## src/rtl/prwic_pkg.sv

```systemverilog
// Shared constants of the reset, wake and interrupt control block
package prwic_pkg;
	localparam logic [7:0] ADDR_IRQ_L1 = 8'h02;
	localparam logic [7:0] ADDR_IRQ_L1_MASK = 8'h0E;
	localparam logic [7:0] ADDR_IRQ_L2 = 8'h0F;
	localparam logic [7:0] ADDR_RST_CAUSE0 = 8'h20;
	localparam logic [7:0] ADDR_RST_CAUSE1 = 8'h21;
	localparam logic [7:0] ADDR_WAKE_CAUSE = 8'h22;
	localparam logic [7:0] ADDR_MODEM_CTRL = 8'h29;
	localparam logic [7:0] ADDR_MODE = 8'h82;

	localparam logic [7:0] RST_IRQ_L1_MASK = 8'h6A;
	localparam logic [7:0] RST_ZERO = 8'h00;

	// Mode register fields
	localparam int MODE_RESTART_BIT = 0;
	localparam int MODE_OFF_BIT = 1;
	localparam int MODE_CHG_BIT = 4;
	// Modem control fields
	localparam int MODEM_OFF_BIT = 0;
	localparam int MODEM_RST_BIT = 1;
	// Reset cause 0 fields
	localparam int C0_TRIP_BIT = 0;
	localparam int C0_DIE_BIT = 1;
	localparam int C0_BUTTON_BIT = 2;
	localparam int C0_SW_BIT = 4;
	localparam int C0_ADC_LSB = 5;
	// Reset cause 1 fields
	localparam int C1_NORMAL_BIT = 4;
	localparam int C1_OV_LSB = 5;
	localparam int C1_SUPPLY_BIT = 7;
	localparam int C1_RCHG_LSB = 2;
	localparam int C1_VCHG_LSB = 0;
	// Wake cause fields
	localparam int WAKE_BUTTON_BIT = 0;
	// First-level flag positions: thermal, adc, gpio, regulator
	localparam int L1_THRM_BIT = 1;
	localparam int L1_ADC_BIT = 3;
	localparam int L1_GPIO_BIT = 5;
	localparam int L1_VR_BIT = 6;

	// Timing
	localparam int CLK_MHZ = 40;
	localparam int WARN_TO_OFF_US = 400;
	localparam int WARN_TO_OFF_MAX_US = 800;
	localparam int MODEM_OFF_MS = 14;
	localparam int OFF_TO_WARN_MS = 5;
	localparam int IRQ_LATENCY_MS = 1;
	localparam int WARN_TO_OFF_CYC = WARN_TO_OFF_US * CLK_MHZ;
	localparam int MODEM_OFF_CYC = MODEM_OFF_MS * 1000 * CLK_MHZ + 1;
	localparam int OFF_TO_WARN_CYC = OFF_TO_WARN_MS * 1000 * CLK_MHZ + 1;
	localparam int IRQ_LATENCY_CYC = IRQ_LATENCY_MS * 1000 * CLK_MHZ;
	localparam int HOLD_UNIT_CYC = 40000000;

	typedef enum logic [2:0] {PS_OFF, PS_UP, PS_ON, PS_DOWN, PS_RDOWN, PS_RUP} prwic_pwr_e;
	typedef enum logic [1:0] {MS_IDLE, MS_WARN, MS_HOLD, MS_TAIL} prwic_modem_e;
endpackage

```

## src/rtl/prwic_top.sv

```systemverilog
// Reset sources, cause registers, modem reset task and interrupt line
`timescale 1ns/100ps
// Behaviour
// RULE1: Die over-temperature or SoC thermal trip drops all rails at once to mechanical off.
// RULE2: Button held low beyond the four-bit hold limit starts a cold-off sequence.
// RULE3: In cold off a button press is a wake that starts cold boot.
// RULE4: Platform reset low resets only host interfaces; rails and configuration stay.
// RULE5: Writing 1 to mode bit 1 powers rails down through normal sequence.
// RULE6: Writing 1 to mode bit 0 powers down, then powers back up.
// RULE7: Mode bit 4 is read-only charger-on status.
// RULE8: Host writes one modem control bit at a time; acted on at once.
// RULE9: Modem control bit 1 launches the modem reset task; self-clears, reads 0.
// RULE10: Modem control bit 0 drives modem-off pin directly, no task launch.
// RULE11: Task changes to modem-off pin are reflected in modem control bit 0.
// RULE12: Task: warning low, 400-800us, modem-off low over 14ms, release, over 5ms, warning high.
// RULE13: Reset cause registers are on backup power and write-1-to-clear.
// RULE14: Recording a new reset clears stale cause bits in both registers.
// RULE15: Cause 0 bits: ADC 2-0 overtemp, software reset, button, die, SoC trip.
// RULE16: Cause 1 bits: supply removed, rail overvolt 1/0, normal off; OTP reset values.
// RULE17: Cause 1 bits 3:2 select coin charger series resistor.
// RULE18: Cause 1 bits 1:0 select coin charger voltage or off.
// RULE19: Wake bit 0 set by button wake from cold off; write-1-to-clear.
// RULE20: A new wake clears stale wake bits.
// RULE21: Events set second- and first-level flags; unmasked first-level flag raises interrupt.
// RULE22: Interrupt asserts within 1 ms of the event.
// RULE23: Host reads all interrupt registers on seeing interrupt.
// RULE24: Host acknowledges events by writing second-level registers.
// RULE25: Interrupt drops only when all unmasked first-level flags are clear.
// RULE26: Each shutdown sets exactly its own cause bit and clears earlier ones.
module prwic_top #(
	parameter int WARN_CYC = prwic_pkg::WARN_TO_OFF_CYC,
	parameter int MOFF_CYC = prwic_pkg::MODEM_OFF_CYC,
	parameter int TAIL_CYC = prwic_pkg::OFF_TO_WARN_CYC,
	parameter int HOLD_UNIT = prwic_pkg::HOLD_UNIT_CYC
) (
	input wire logic mclk_i,
	input wire logic rst_i,
	input wire logic bak_rst_i,
	input wire logic [7:0] otp_cause1_i,
	input wire logic platform_reset_n_i,
	input wire logic power_button_in_n_i,
	input wire logic [3:0] button_hold_limit_i,
	input wire logic die_overtemp_event_i,
	input wire logic soc_thermal_trip_i,
	input wire logic [2:0] adc_overtemp_i,
	input wire logic [1:0] rail_overvolt_i,
	input wire logic supply_removed_i,
	input wire logic suspend_powerdown_ack_i,
	input wire logic seq_down_done_i,
	input wire logic seq_up_done_i,
	input wire logic [3:0] irq_event_i,
	input wire logic reg_wr_i,
	input wire logic reg_rd_i,
	input wire logic [7:0] reg_addr_i,
	input wire logic [7:0] reg_wdata_i,
	output logic [7:0] reg_rdata_o,
	output logic host_if_reset_o,
	output logic rails_on_o,
	output logic seq_down_o,
	output logic seq_up_o,
	output logic mechanical_off_state_o,
	output logic modem_off_n_o,
	output logic shutdown_warning_n_o,
	output logic [1:0] coin_charge_resistor_o,
	output logic [1:0] coin_charge_voltage_o,
	output logic irq_o
);
	localparam int TW = 20;
	localparam int HW = 26;

	// Refused at elaboration: delays the counters cannot hold
	if (WARN_CYC < 1 || MOFF_CYC < 1 || TAIL_CYC < 1 || HOLD_UNIT < 1)
		$error("prwic_top: delays must be at least one cycle");
	if (WARN_CYC >= 2**TW || MOFF_CYC >= 2**TW || TAIL_CYC >= 2**TW || HOLD_UNIT >= 2**HW)
		$error("prwic_top: delay exceeds counter width");

	prwic_pkg::prwic_pwr_e pwr_q;
	prwic_pkg::prwic_modem_e mst_q;
	logic [7:0] cause0_q;
	logic [7:0] cause1_q;
	logic [7:0] wake_q;
	logic [7:0] l1_mask_q;
	logic [3:0] l2_q;
	logic [1:0] mode_req_q;
	logic modem_off_q;
	logic [TW-1:0] mcnt_q;
	logic [HW-1:0] hunit_q;
	logic [4:0] hcnt_q;
	logic btn_released_q;

	logic wr;
	logic hard_evt;
	logic hold_evt;
	logic wake_evt;
	logic sw_off;
	logic sw_rst;
	logic norm_evt;
	logic record;
	logic [7:0] new_c0;
	logic [7:0] new_c1;
	logic [7:0] l1_flags;

	assign wr = reg_wr_i;
	assign hard_evt = die_overtemp_event_i | soc_thermal_trip_i | (|adc_overtemp_i)
		| (|rail_overvolt_i) | supply_removed_i;
	assign hold_evt = (hcnt_q > {1'b0, button_hold_limit_i}) && !power_button_in_n_i;
	assign wake_evt = pwr_q == prwic_pkg::PS_OFF && btn_released_q && !power_button_in_n_i;
	assign sw_off = mode_req_q[prwic_pkg::MODE_OFF_BIT];
	assign sw_rst = mode_req_q[prwic_pkg::MODE_RESTART_BIT];
	assign norm_evt = suspend_powerdown_ack_i;

	// Shutdown cause codes: one source per soft shutdown, every active source on a hard event
	always_comb
	begin
		new_c0 = 8'h00;
		new_c1 = 8'h00;
		record = 1'b0;
		if (pwr_q != prwic_pkg::PS_OFF && hard_evt)
		begin
			record = 1'b1;
			new_c0[prwic_pkg::C0_TRIP_BIT] = soc_thermal_trip_i; // RULE15
			new_c0[prwic_pkg::C0_DIE_BIT] = die_overtemp_event_i;
			new_c0[prwic_pkg::C0_ADC_LSB +: 3] = adc_overtemp_i;
			new_c1[prwic_pkg::C1_OV_LSB +: 2] = rail_overvolt_i; // RULE16
			new_c1[prwic_pkg::C1_SUPPLY_BIT] = supply_removed_i;
		end
		else if (pwr_q == prwic_pkg::PS_ON)
		begin
			record = 1'b1;
			if (hold_evt)
				new_c0[prwic_pkg::C0_BUTTON_BIT] = 1'b1;
			else if (sw_off || sw_rst)
				new_c0[prwic_pkg::C0_SW_BIT] = 1'b1;
			else if (norm_evt)
				new_c1[prwic_pkg::C1_NORMAL_BIT] = 1'b1;
			else
				record = 1'b0;
		end
	end

	// Power state: hard events bypass the power-down sequence
	always_ff @(posedge mclk_i)
	begin
		if (rst_i)
			pwr_q <= prwic_pkg::PS_OFF;
		else if (pwr_q != prwic_pkg::PS_OFF && hard_evt)
			pwr_q <= prwic_pkg::PS_OFF; // RULE1
		else
		begin
			unique case (pwr_q)
				prwic_pkg::PS_OFF:
					if (wake_evt)
						pwr_q <= prwic_pkg::PS_UP; // RULE3
				prwic_pkg::PS_UP:
					if (seq_up_done_i)
						pwr_q <= prwic_pkg::PS_ON;
				prwic_pkg::PS_ON:
					if (hold_evt || sw_off || (norm_evt && !sw_rst))
						pwr_q <= prwic_pkg::PS_DOWN; // RULE2 RULE5
					else if (sw_rst)
						pwr_q <= prwic_pkg::PS_RDOWN; // RULE6
				prwic_pkg::PS_DOWN:
					if (seq_down_done_i)
						pwr_q <= prwic_pkg::PS_OFF;
				prwic_pkg::PS_RDOWN:
					if (seq_down_done_i)
						pwr_q <= prwic_pkg::PS_RUP; // RULE6
				prwic_pkg::PS_RUP:
					if (seq_up_done_i)
						pwr_q <= prwic_pkg::PS_ON;
			endcase
		end
	end

	// Pin-level view of the power state
	always_ff @(posedge mclk_i)
	begin
		if (rst_i)
		begin
			rails_on_o <= 1'b0;
			seq_down_o <= 1'b0;
			seq_up_o <= 1'b0;
			mechanical_off_state_o <= 1'b1;
		end
		else
		begin
			rails_on_o <= pwr_q != prwic_pkg::PS_OFF && !hard_evt; // RULE1
			seq_down_o <= (pwr_q == prwic_pkg::PS_DOWN || pwr_q == prwic_pkg::PS_RDOWN) && !hard_evt;
			seq_up_o <= (pwr_q == prwic_pkg::PS_UP || pwr_q == prwic_pkg::PS_RUP) && !hard_evt;
			mechanical_off_state_o <= pwr_q == prwic_pkg::PS_OFF || hard_evt;
		end
	end

	// Warm reset reaches only the host interface
	always_ff @(posedge mclk_i)
	begin
		if (rst_i)
			host_if_reset_o <= 1'b0;
		else
			host_if_reset_o <= !platform_reset_n_i; // RULE4
	end

	// Button hold timer in units, and release tracking for wake
	always_ff @(posedge mclk_i)
	begin
		if (rst_i || power_button_in_n_i || pwr_q != prwic_pkg::PS_ON)
		begin
			hunit_q <= '0;
			hcnt_q <= '0;
		end
		else if (hunit_q == HW'(HOLD_UNIT - 1))
		begin
			hunit_q <= '0;
			if (hcnt_q != 5'h1F)
				hcnt_q <= hcnt_q + 5'h01; // RULE2
		end
		else
			hunit_q <= hunit_q + HW'(1);
	end

	always_ff @(posedge mclk_i)
	begin
		if (rst_i)
			btn_released_q <= 1'b0;
		else if (pwr_q != prwic_pkg::PS_OFF)
			btn_released_q <= 1'b0;
		else if (power_button_in_n_i)
			btn_released_q <= 1'b1;
	end

	// Software critical requests, pending until the power state takes them
	always_ff @(posedge mclk_i)
	begin
		if (rst_i || pwr_q != prwic_pkg::PS_ON)
			mode_req_q <= 2'b00;
		else if (record)
			mode_req_q <= 2'b00;
		else if (wr && reg_addr_i == prwic_pkg::ADDR_MODE)
			mode_req_q <= reg_wdata_i[1:0]; // RULE5 RULE6
	end

	// Cause registers live on the backup supply
	always_ff @(posedge mclk_i)
	begin
		if (bak_rst_i)
		begin
			cause0_q <= prwic_pkg::RST_ZERO;
			cause1_q <= otp_cause1_i; // RULE16
		end
		else if (record)
		begin
			cause0_q <= new_c0; // RULE14 RULE26
			cause1_q <= {new_c1[7:4], cause1_q[3:0]};
		end
		else if (wr)
		begin
			if (reg_addr_i == prwic_pkg::ADDR_RST_CAUSE0)
				cause0_q <= cause0_q & ~reg_wdata_i; // RULE13
			if (reg_addr_i == prwic_pkg::ADDR_RST_CAUSE1)
				cause1_q <= {cause1_q[7:4] & ~reg_wdata_i[7:4], reg_wdata_i[3:0]};
		end
	end

	always_ff @(posedge mclk_i)
	begin
		if (bak_rst_i)
			wake_q <= prwic_pkg::RST_ZERO;
		else if (wake_evt)
			wake_q <= 8'h01 << prwic_pkg::WAKE_BUTTON_BIT; // RULE19 RULE20
		else if (wr && reg_addr_i == prwic_pkg::ADDR_WAKE_CAUSE)
			wake_q <= wake_q & ~reg_wdata_i; // RULE19
	end

	always_ff @(posedge mclk_i)
	begin
		if (bak_rst_i)
		begin
			coin_charge_resistor_o <= 2'b00;
			coin_charge_voltage_o <= 2'b00;
		end
		else
		begin
			coin_charge_resistor_o <= cause1_q[prwic_pkg::C1_RCHG_LSB +: 2]; // RULE17
			coin_charge_voltage_o <= cause1_q[prwic_pkg::C1_VCHG_LSB +: 2]; // RULE18
		end
	end

	// Modem control bit mirrors the pin; task list drives it too
	always_ff @(posedge mclk_i)
	begin
		if (rst_i)
			modem_off_q <= 1'b0;
		else if (mst_q == prwic_pkg::MS_WARN && mcnt_q == TW'(WARN_CYC - 1))
			modem_off_q <= 1'b0; // RULE11 RULE12
		else if (mst_q == prwic_pkg::MS_HOLD && mcnt_q == TW'(MOFF_CYC - 1))
			modem_off_q <= 1'b1; // RULE11 RULE12
		else if (wr && reg_addr_i == prwic_pkg::ADDR_MODEM_CTRL && !reg_wdata_i[prwic_pkg::MODEM_RST_BIT])
			modem_off_q <= reg_wdata_i[prwic_pkg::MODEM_OFF_BIT]; // RULE8 RULE10
	end

	always_ff @(posedge mclk_i)
	begin
		if (rst_i)
		begin
			mst_q <= prwic_pkg::MS_IDLE;
			mcnt_q <= '0;
		end
		else
		begin
			unique case (mst_q)
				prwic_pkg::MS_IDLE:
				begin
					mcnt_q <= '0;
					if (wr && reg_addr_i == prwic_pkg::ADDR_MODEM_CTRL && reg_wdata_i[prwic_pkg::MODEM_RST_BIT])
						mst_q <= prwic_pkg::MS_WARN; // RULE9
				end
				prwic_pkg::MS_WARN:
					if (mcnt_q == TW'(WARN_CYC - 1))
					begin
						mcnt_q <= '0;
						mst_q <= prwic_pkg::MS_HOLD;
					end
					else
						mcnt_q <= mcnt_q + TW'(1);
				prwic_pkg::MS_HOLD:
					if (mcnt_q == TW'(MOFF_CYC - 1))
					begin
						mcnt_q <= '0;
						mst_q <= prwic_pkg::MS_TAIL;
					end
					else
						mcnt_q <= mcnt_q + TW'(1);
				prwic_pkg::MS_TAIL:
					if (mcnt_q == TW'(TAIL_CYC - 1))
					begin
						mcnt_q <= '0;
						mst_q <= prwic_pkg::MS_IDLE;
					end
					else
						mcnt_q <= mcnt_q + TW'(1);
			endcase
		end
	end

	always_ff @(posedge mclk_i)
	begin
		if (rst_i)
		begin
			modem_off_n_o <= 1'b0;
			shutdown_warning_n_o <= 1'b1;
		end
		else
		begin
			modem_off_n_o <= modem_off_q; // RULE10
			shutdown_warning_n_o <= mst_q == prwic_pkg::MS_IDLE; // RULE12
		end
	end

	// Second-level flags; a new event wins over a same-cycle clear
	always_ff @(posedge mclk_i)
	begin
		if (rst_i)
			l2_q <= 4'h0;
		else
			l2_q <= (l2_q & ~((wr && reg_addr_i == prwic_pkg::ADDR_IRQ_L2) ? reg_wdata_i[3:0] : 4'h0))
				| irq_event_i; // RULE21 RULE24
	end

	always_ff @(posedge mclk_i)
	begin
		if (rst_i)
			l1_mask_q <= prwic_pkg::RST_IRQ_L1_MASK;
		else if (wr && reg_addr_i == prwic_pkg::ADDR_IRQ_L1_MASK)
			l1_mask_q <= reg_wdata_i & prwic_pkg::RST_IRQ_L1_MASK;
	end

	always_comb
	begin
		l1_flags = 8'h00;
		l1_flags[prwic_pkg::L1_THRM_BIT] = l2_q[0];
		l1_flags[prwic_pkg::L1_ADC_BIT] = l2_q[1];
		l1_flags[prwic_pkg::L1_GPIO_BIT] = l2_q[2];
		l1_flags[prwic_pkg::L1_VR_BIT] = l2_q[3];
		l1_flags = l1_flags & ~l1_mask_q;
	end

	always_ff @(posedge mclk_i)
	begin
		if (rst_i)
			irq_o <= 1'b0;
		else
			irq_o <= |l1_flags; // RULE21 RULE22 RULE25
	end

	// Register read port
	always_ff @(posedge mclk_i)
	begin
		if (rst_i)
			reg_rdata_o <= 8'h00;
		else if (reg_rd_i)
		begin
			unique case (reg_addr_i)
				prwic_pkg::ADDR_IRQ_L1: reg_rdata_o <= l1_flags;
				prwic_pkg::ADDR_IRQ_L1_MASK: reg_rdata_o <= l1_mask_q;
				prwic_pkg::ADDR_IRQ_L2: reg_rdata_o <= {4'h0, l2_q};
				prwic_pkg::ADDR_RST_CAUSE0: reg_rdata_o <= cause0_q;
				prwic_pkg::ADDR_RST_CAUSE1: reg_rdata_o <= cause1_q;
				prwic_pkg::ADDR_WAKE_CAUSE: reg_rdata_o <= wake_q;
				prwic_pkg::ADDR_MODEM_CTRL: reg_rdata_o <= {7'h00, modem_off_q}; // RULE9 RULE11
				prwic_pkg::ADDR_MODE: reg_rdata_o <= {3'h0, coin_charge_voltage_o != 2'b00, 2'h0, mode_req_q}; // RULE7
				default: reg_rdata_o <= 8'h00;
			endcase
		end
	end
endmodule

```

## config.mk

```make
export PLATFORM = sky130hd
export DESIGN_NAME = prwic_top
export DESIGN_NICKNAME = d
export VERILOG_FILES = /design/src/rtl/prwic_pkg.sv /design/src/rtl/prwic_top.sv
export SDC_FILE = /design/constraint.sdc
export NUM_CORES = 1
export LEC_CHECK = 0
export BUFFER_PORTS_ARGS = -buffer_cell sky130_fd_sc_hd__buf_2
export CORE_MARGIN = 5
export CORE_UTILIZATION = 43
export DETAILED_ROUTE_END_ITERATION = 10
export GPL_TIMING_DRIVEN = 1
export SETUP_SLACK_MARGIN = 0.3
export SLEW_MARGIN = 10
export SYNTH_ARGS = -nofsm -noshare
export SYNTH_HDL_FRONTEND = slang
export SYNTH_SLANG_ARGS = --single-unit
export TNS_END_PERCENT = 100
```

## constraint.sdc

```tcl
create_clock -name mclk_i -period 4.4 [get_ports mclk_i]
set_input_delay 0.88 -clock mclk_i [delete_from_list [all_inputs] [get_ports mclk_i]]
set_output_delay 0.88 -clock mclk_i [all_outputs]
set_load 0.005 [all_outputs]
```

==> After elaboration in Yosys (flattened, before gate mapping) <==
Index checks and enable logic that the tools add are counted.
{ "totals": {"ff_bits": 112, "input_bits": 50, "out_inout_bits": 20, "wordCells": 186} }
{ "classes": {"add_sub_neg": 3, "n_lt_le_gt_ge": 1, "n_eq_ne": 32, "mux": 48, "bitwise": 14, "n_reduce_logical": 61} }
{ "ops": {"columns": ["op", "n"], "rows": [
  ["20-bit one-hot mux with 4 select lines", 1],
  ["8-bit one-hot mux with 8 select lines", 1],
  ["20-bit 2-to-1 mux", 3],
  ["8-bit 2-to-1 mux", 7],
  ["8-bit by 6-bit equality test with 1-bit output (second input constant)", 4],
  ["26-bit by 1-bit adder with 26-bit output (second input constant)", 1],
  ["26-bit equality test (second input constant)", 1],
  ["3-bit 2-to-1 mux", 8],
  ["20-bit by 1-bit adder with 20-bit output (second input constant)", 1],
  ["20-bit by 14-bit equality test with 1-bit output (second input constant)", 1],
  ["20-bit by 18-bit equality test with 1-bit output (second input constant)", 1],
  ["20-bit equality test (second input constant)", 1],
  ["1-bit 2-to-1 mux", 20],
  ["2-bit OR reduction", 9],
  ["1-bit logical AND", 17],
  ["8-bit AND", 2],
  ["8-bit by 4-bit equality test with 1-bit output (second input constant)", 2],
  ["3-bit one-hot mux with 5 select lines", 1],
  ["2-bit nonzero test", 7],
  ["2-bit != test (second input constant)", 6],
  ["2-bit 2-to-1 mux", 5],
  ["1-bit logical OR", 9],
  ["3-bit nonzero test", 3],
  ["4-bit AND", 2],
  ["29 further kinds", 46]
]} }

==> Logic depth before layout (Yosys ltp) <==
{ "depth": {"word_depth": 8, "mapped_depth": 9, "mapped_depth_nobuf": 8} }

==> Worst setup path before layout <==
No wires, ideal clock.
{ "synth_path": {"kind": "in2reg", "start": "input port adc_overtemp_i[2]", "end": "register cause1_q[4], enable pin", "setup_ns": 0.296, "arrival_time_ns": 2.333, "required_time_ns": 4.104, "slack_ns": 1.771, "stages": 6, "n_path_buf": 1, "path_cell_list": "or4_1 o21ai_1 o21ai_0 nor3_2 buf_2 o21ai_0"} }
{ "synth_between": {"elab_chain_len": 8, "word_cells_on_any_way": 9, "classes_between": "mux: 1; bitwise: 3; reduce/logical: 5"} }
{ "synth_lines": {"columns": ["element", "line_no", "rtl"], "rows": [
  ["start, declared", "prwic_top.sv:45", "input wire logic [2:0] adc_overtemp_i,"],
  ["3-bit OR reduction *", "prwic_top.sv:104", "assign hard_evt = die_overtemp_event_i | soc_thermal_trip_i | (|adc_overtemp_i)"],
  ["1-bit OR *", "prwic_top.sv:104", null],
  ["1-bit OR * (2 in series)", "prwic_top.sv:105", "| (|rail_overvolt_i) | supply_removed_i;"],
  ["1-bit logical AND *", "prwic_top.sv:118", "if (pwr_q != prwic_pkg::PS_OFF && hard_evt)"],
  ["1-bit 2-to-1 mux *", "prwic_top.sv:118", null],
  ["3-bit nonzero test (no source line)", null, null],
  ["2-bit AND reduction (no source line) *", null, null],
  ["end signal, assigned", "prwic_top.sv:248", "cause1_q <= otp_cause1_i;"],
  ["end signal, assigned", "prwic_top.sv:253", "cause1_q <= {new_c1[7:4], cause1_q[3:0]};"],
  ["end signal, assigned", "prwic_top.sv:260", "cause1_q <= {cause1_q[7:4] & ~reg_wdata_i[7:4], reg_wdata_i[3:0]};"],
  ["end, declared", "prwic_top.sv:80", "logic [7:0] cause1_q;"]
]} }
Every way passes the cells marked *; elsewhere a longest branch is shown, timed or not.
A chain may end at the register's enable or synchronous reset.

==> Final worst setup path <==
{ "layout_path": {"start": "input port button_hold_limit_i[2]", "end": "register cause1_q[5], enable pin"} }
{ "layout_between": {"elab_chain_len": 7, "word_cells_on_any_way": 8, "classes_between": "order compare: 1; mux: 3; reduce/logical: 4"} }
{ "layout_lines": {"columns": ["element", "line_no", "rtl"], "rows": [
  ["start, declared", "prwic_top.sv:42", "input wire logic [3:0] button_hold_limit_i,"],
  ["5-bit by 4-bit > comparator with 1-bit output *", "prwic_top.sv:106", "assign hold_evt = (hcnt_q > {1'b0, button_hold_limit_i}) && !power_button_in_n_i;"],
  ["1-bit logical AND *", "prwic_top.sv:106", null],
  ["1-bit 2-to-1 mux *", "prwic_top.sv:130", "if (hold_evt)"],
  ["1-bit 2-to-1 mux *", "prwic_top.sv:127", "else if (pwr_q == prwic_pkg::PS_ON)"],
  ["1-bit 2-to-1 mux *", "prwic_top.sv:118", null],
  ["3-bit nonzero test (no source line)", null, null],
  ["2-bit AND reduction (no source line) *", null, null]
]} }
Marks and branches as above.

==> flow_summary_export.csv <==
group,metric,value,unit
status,outcome,"finished clean",
worst_setup_path,r2r_slack,1.49,ns
worst_setup_path,critPathSlowestCell,"nor3_2",
routing,first_iter_violations,328,
grt,grt.total_usage,18.68,%
worst_setup_path,crit_chain,"buf_2 > inv_1 > ha_1 > nand3_1 > nor3b_1 > nor4_2 > nor3_2 > o21ai_0",
synth,ys_seq_area_share,42.97,%
synth,synthesis.nets,678,
synth,syn_inst,615,
clock_tree,cts_buffers,9,
routing,totalWireLength,13560,um
worst_setup_path,crit_type,"primary input to flip-flop",
worst_setup_path,critPathMaxFanout,13,
routing,ant_nets,0,
grt,antenna_found_initial,1,
clock_tree,cts_setup_buffers,0,
die,die_y,122.1,um
worst_setup_path,critPathLaunch,"button_hold_limit_i[2]",
synth,synth_common_cells,"104 x dfxtp_1, 95 x nor2_1, 68 x nand2_1",
synth,synth_fa_ha_area_share,3.010,%
worst_setup_path,crit_arrival,3.17,ns
worst_setup_path,worst_ep_required_time,4.42,ns
routing,drtPass1Iterations,5,
sta,period_needed,3.156,ns
sta,fin_skew,0.008877,ns
synth,synth-xor-area-share,7.131,%
synth,synth_mux_area_share,3.056,%
pwr,ir_drop,0.1392,mV
worst_setup_path,reg2regPathDepth,6,
synth,synth.largest_area_cell,"dfxtp_1",
synth,synthFlopType,"dfxtp_1",
synth,synth_edf_count,8,
die,die_area,14910,um2
place,place_congestion,0.8857,
die,initial_utilization,43.35,%
clock_tree,cts_resized,0,
worst_setup_path,critPathBufInv,2,
sta,fin_crit_sh,71.72,%
routing,vias,4593,
worst_setup_path,timing.rr.start,"hcnt_q[2]",
clock_tree,cts_hold_buf,0,
sta,rsz0062_at_grt,"no",
layout,finalNetCount,735,
sta,fin_tns_setup,0,ns
sta,slew_violations,0,
clock_tree,cts-root-buf,"clkbuf_16",
clock_tree,numClockSinks,112,
routing,avgViaCountPerCell,5.410,
synth,synth_area,5404,um2
clock_tree,h-tree-depth,3,
sta,worstMarginPinSlew,1.115,ns
worst_setup_path,r2r-end,"cause1_q[5]",
layout,syn2layout_area_growth,13.50,%
layout,num_antenna_cells,0,
synth,synth_top_family_by_area,"simple AND/OR/NAND/NOR gates",
synth,syn_area_per_cell,8.787,um2
clock_tree,clk_pin_slew,0.07,ns
synth,synth_seq_cells,112,
worst_setup_path,crit_family,"simple AND/OR/NAND/NOR gates",
synth,synth.area.top_cells,"dfxtp_1 39%, nor2_1 6.6%, nand2_1 4.7%, xor2_1 4.7%, edfxtp_1 4.4%",
synth,synth-async-reset-ratio,0,%
clock_tree,ctsLongestPathBuffers,2,
die,die_w,122.1,um
synth,ys_types,73,
pwr,power_density,325.8,nW/um2
routing,drc,0,
worst_setup_path,slowest_delay,0.66,ns
synth,yosysWarnings,0,
synth,synthSimpleGateAreaFrac,28.53,%
die,num_rows,41,
sta,setup_violations,0,
grt,grt_pass1_wl,22050,um
routing,wl_per_cell,15.97,um
synth,synth_top_area_share,38.53,%
pwr,p_leak,2.281,nW
sta,holdWs,0.4292,ns
die,num_io_pins,70,
place,dp_hpwl,10360,um
synth,synth-compound-area-share,11.88,%
die,coreArea,12470,um2
grt,grt_max_degree,27,
clock_tree,clk_latency,0.36,ns
place,port_buffers,69,
sta,fmax,0.3169,GHz
worst_setup_path,cp-start-kind,"primary input",
worst_setup_path,end_kind,"flip-flop",
clock_tree,cts_tree,"done",
grt,grt_overflow,0,
flow_run,maxCapViolations,0,
layout,drive_above_1_share,16.25,%
sta,slew_headroom,24.62,%
sta,finalHoldViolCount,0,
hold_path,min_path_type,"flip-flop to flip-flop",
worst_setup_path,crit_cells,8,
synth,yosysMostFrequentCell,"dfxtp_1",
grt,grt_pass1_vias,4291,
worst_setup_path,endpoint,"cause1_q[5]",
[registers in the layout, indices dropped and copies added (netlist names)]
register and cells:
seq_down_o 1, rails_on_o 1, pwr_q 3, seq_up_o 1, reg_rdata_o 8, modem_off_q 1, hcnt_q 5, mst_q 2
coin_charge_resistor_o 2, mcnt_q 20, wake_q 8, mechanical_off_state_o 1, shutdown_warning_n_o 1, host_if_reset_o 1, coin_charge_voltage_o 2, hunit_q 26
irq_o 1, cause0_q 8, l2_q 4, modem_off_n_o 1, mode_req_q 2, btn_released_q 1, cause1_q 8, l1_mask_q 4
[layer usage]
| metal | global-route usage, % | wire [um] | vias to the layer above |
|---|---|---|---|
| met5 | 0 | 17 | - |
| met4 | 5.948 | 264 | 2 |
| met3 | 3.853 | 731 | 20 |
| met2 | 29.32 | 6014 | 110 |
| met1 | 25.86 | 6529 | 2179 |
| li1 | - | - | 2282 |
[cell usage in the layout, fill, tap and decap left out, drive strengths merged, types with 4 or more instances in the layout]
cell type / count
nor2: 96
or4: 4
a211oi: 5
nor4b: 7
xnor2: 15
xor2: 29
a32o: 6
nand4: 17
nor4: 7
clkbuf: 13
nor3: 14
inv: 21
o21ai: 20
mux2i: 12
buf: 70
nand3b: 4
o211ai: 4
nand2: 69
a21oi: 25
mux2: 4
edfxtp: 8
or3: 4
nand2b: 4
and3: 11
ha: 13
nor2b: 7
dfxtp: 104
a32oi: 4
nand3: 28
[logic make-up (layout without fill, tap and decap cells)]
family | Yosys count | after routing
adder cells (fa/ha/maj) | 13 | 13
multiplexers | 16 | 16
flip-flops | 112 | 112
AND/OR/NAND/NOR | 292 | 292
XOR/XNOR | 44 | 44
buffers and inverters | 45 | 107
AO/OA/AOI/OAI | 93 | 93
[tightest hold or removal path: stages, from the launching register on]
cell	delay [ns]
dfxtp_1	0.31
nand2_1	0.05
a21oi_1	0.03
[worst min path at each step]
stage | cells past startpoint | slack [ns] | to | start
6_report | 2 | 0.43 | wake_q[3] | wake_q[3]
5_1_grt | 2 | 0.45 | wake_q[3] | wake_q[3]
4_1_cts | 2 | 0.43 | wake_q[5] | wake_q[5]
3_5_place_dp | 2 | 0.42 | wake_q[5] | wake_q[5]
3_3_place_gp | 2 | 0.42 | wake_q[3] | wake_q[3]
2_1_floorplan | 2 | 0.41 | wake_q[3] | wake_q[3]
[through the flow]
| stage | utilization (%) | std cells | cell area, um2 | setup slack (ns) | power, W |
|---|---|---|---|---|---|
| after floorplan | - | 615 | 5404 | 1.771 | 0.001189 |
| after global placement | 47.05 | 833 | 5866 | 1.034 | 0.001255 |
| after detailed placement | 47.05 | 833 | 5866 | 0.8998 | 0.001260 |
| after CTS | 49.20 | 849 | 6133 | 1.263 | 0.002017 |
| after global routing | 49.20 | 849 | 6133 | 1.039 | 0.002080 |
| final | 49.20 | 849 | 6133 | 1.244 | 0.001998 |
[layout make-up]
class                           instances  area (um2)
Inverter                               21       78.83
Clock inverter                          3       17.52
Multi-Input combinational cell        458        2897
Tap cell                              172       215.2
Clock buffer                           13       250.2
Timing Repair Buffer                   70       352.8
Sequential cell                       112        2322
Fill cell                            1251        6332
[where the power goes]
part | leakage (nW) | switching [W] | internal, W | total, W
combinational | 1.23 | 0.0000998 | 0.0000683 | 0.000168
sequential | 0.923 | 0.0000170 | 0.00105 | 0.00107
clock | 0.130 | 0.000363 | 0.000399 | 0.000762
total | 2.28 | 0.000480 | 0.00152 | 0.00200
Power figures use the tool's default switching activity.
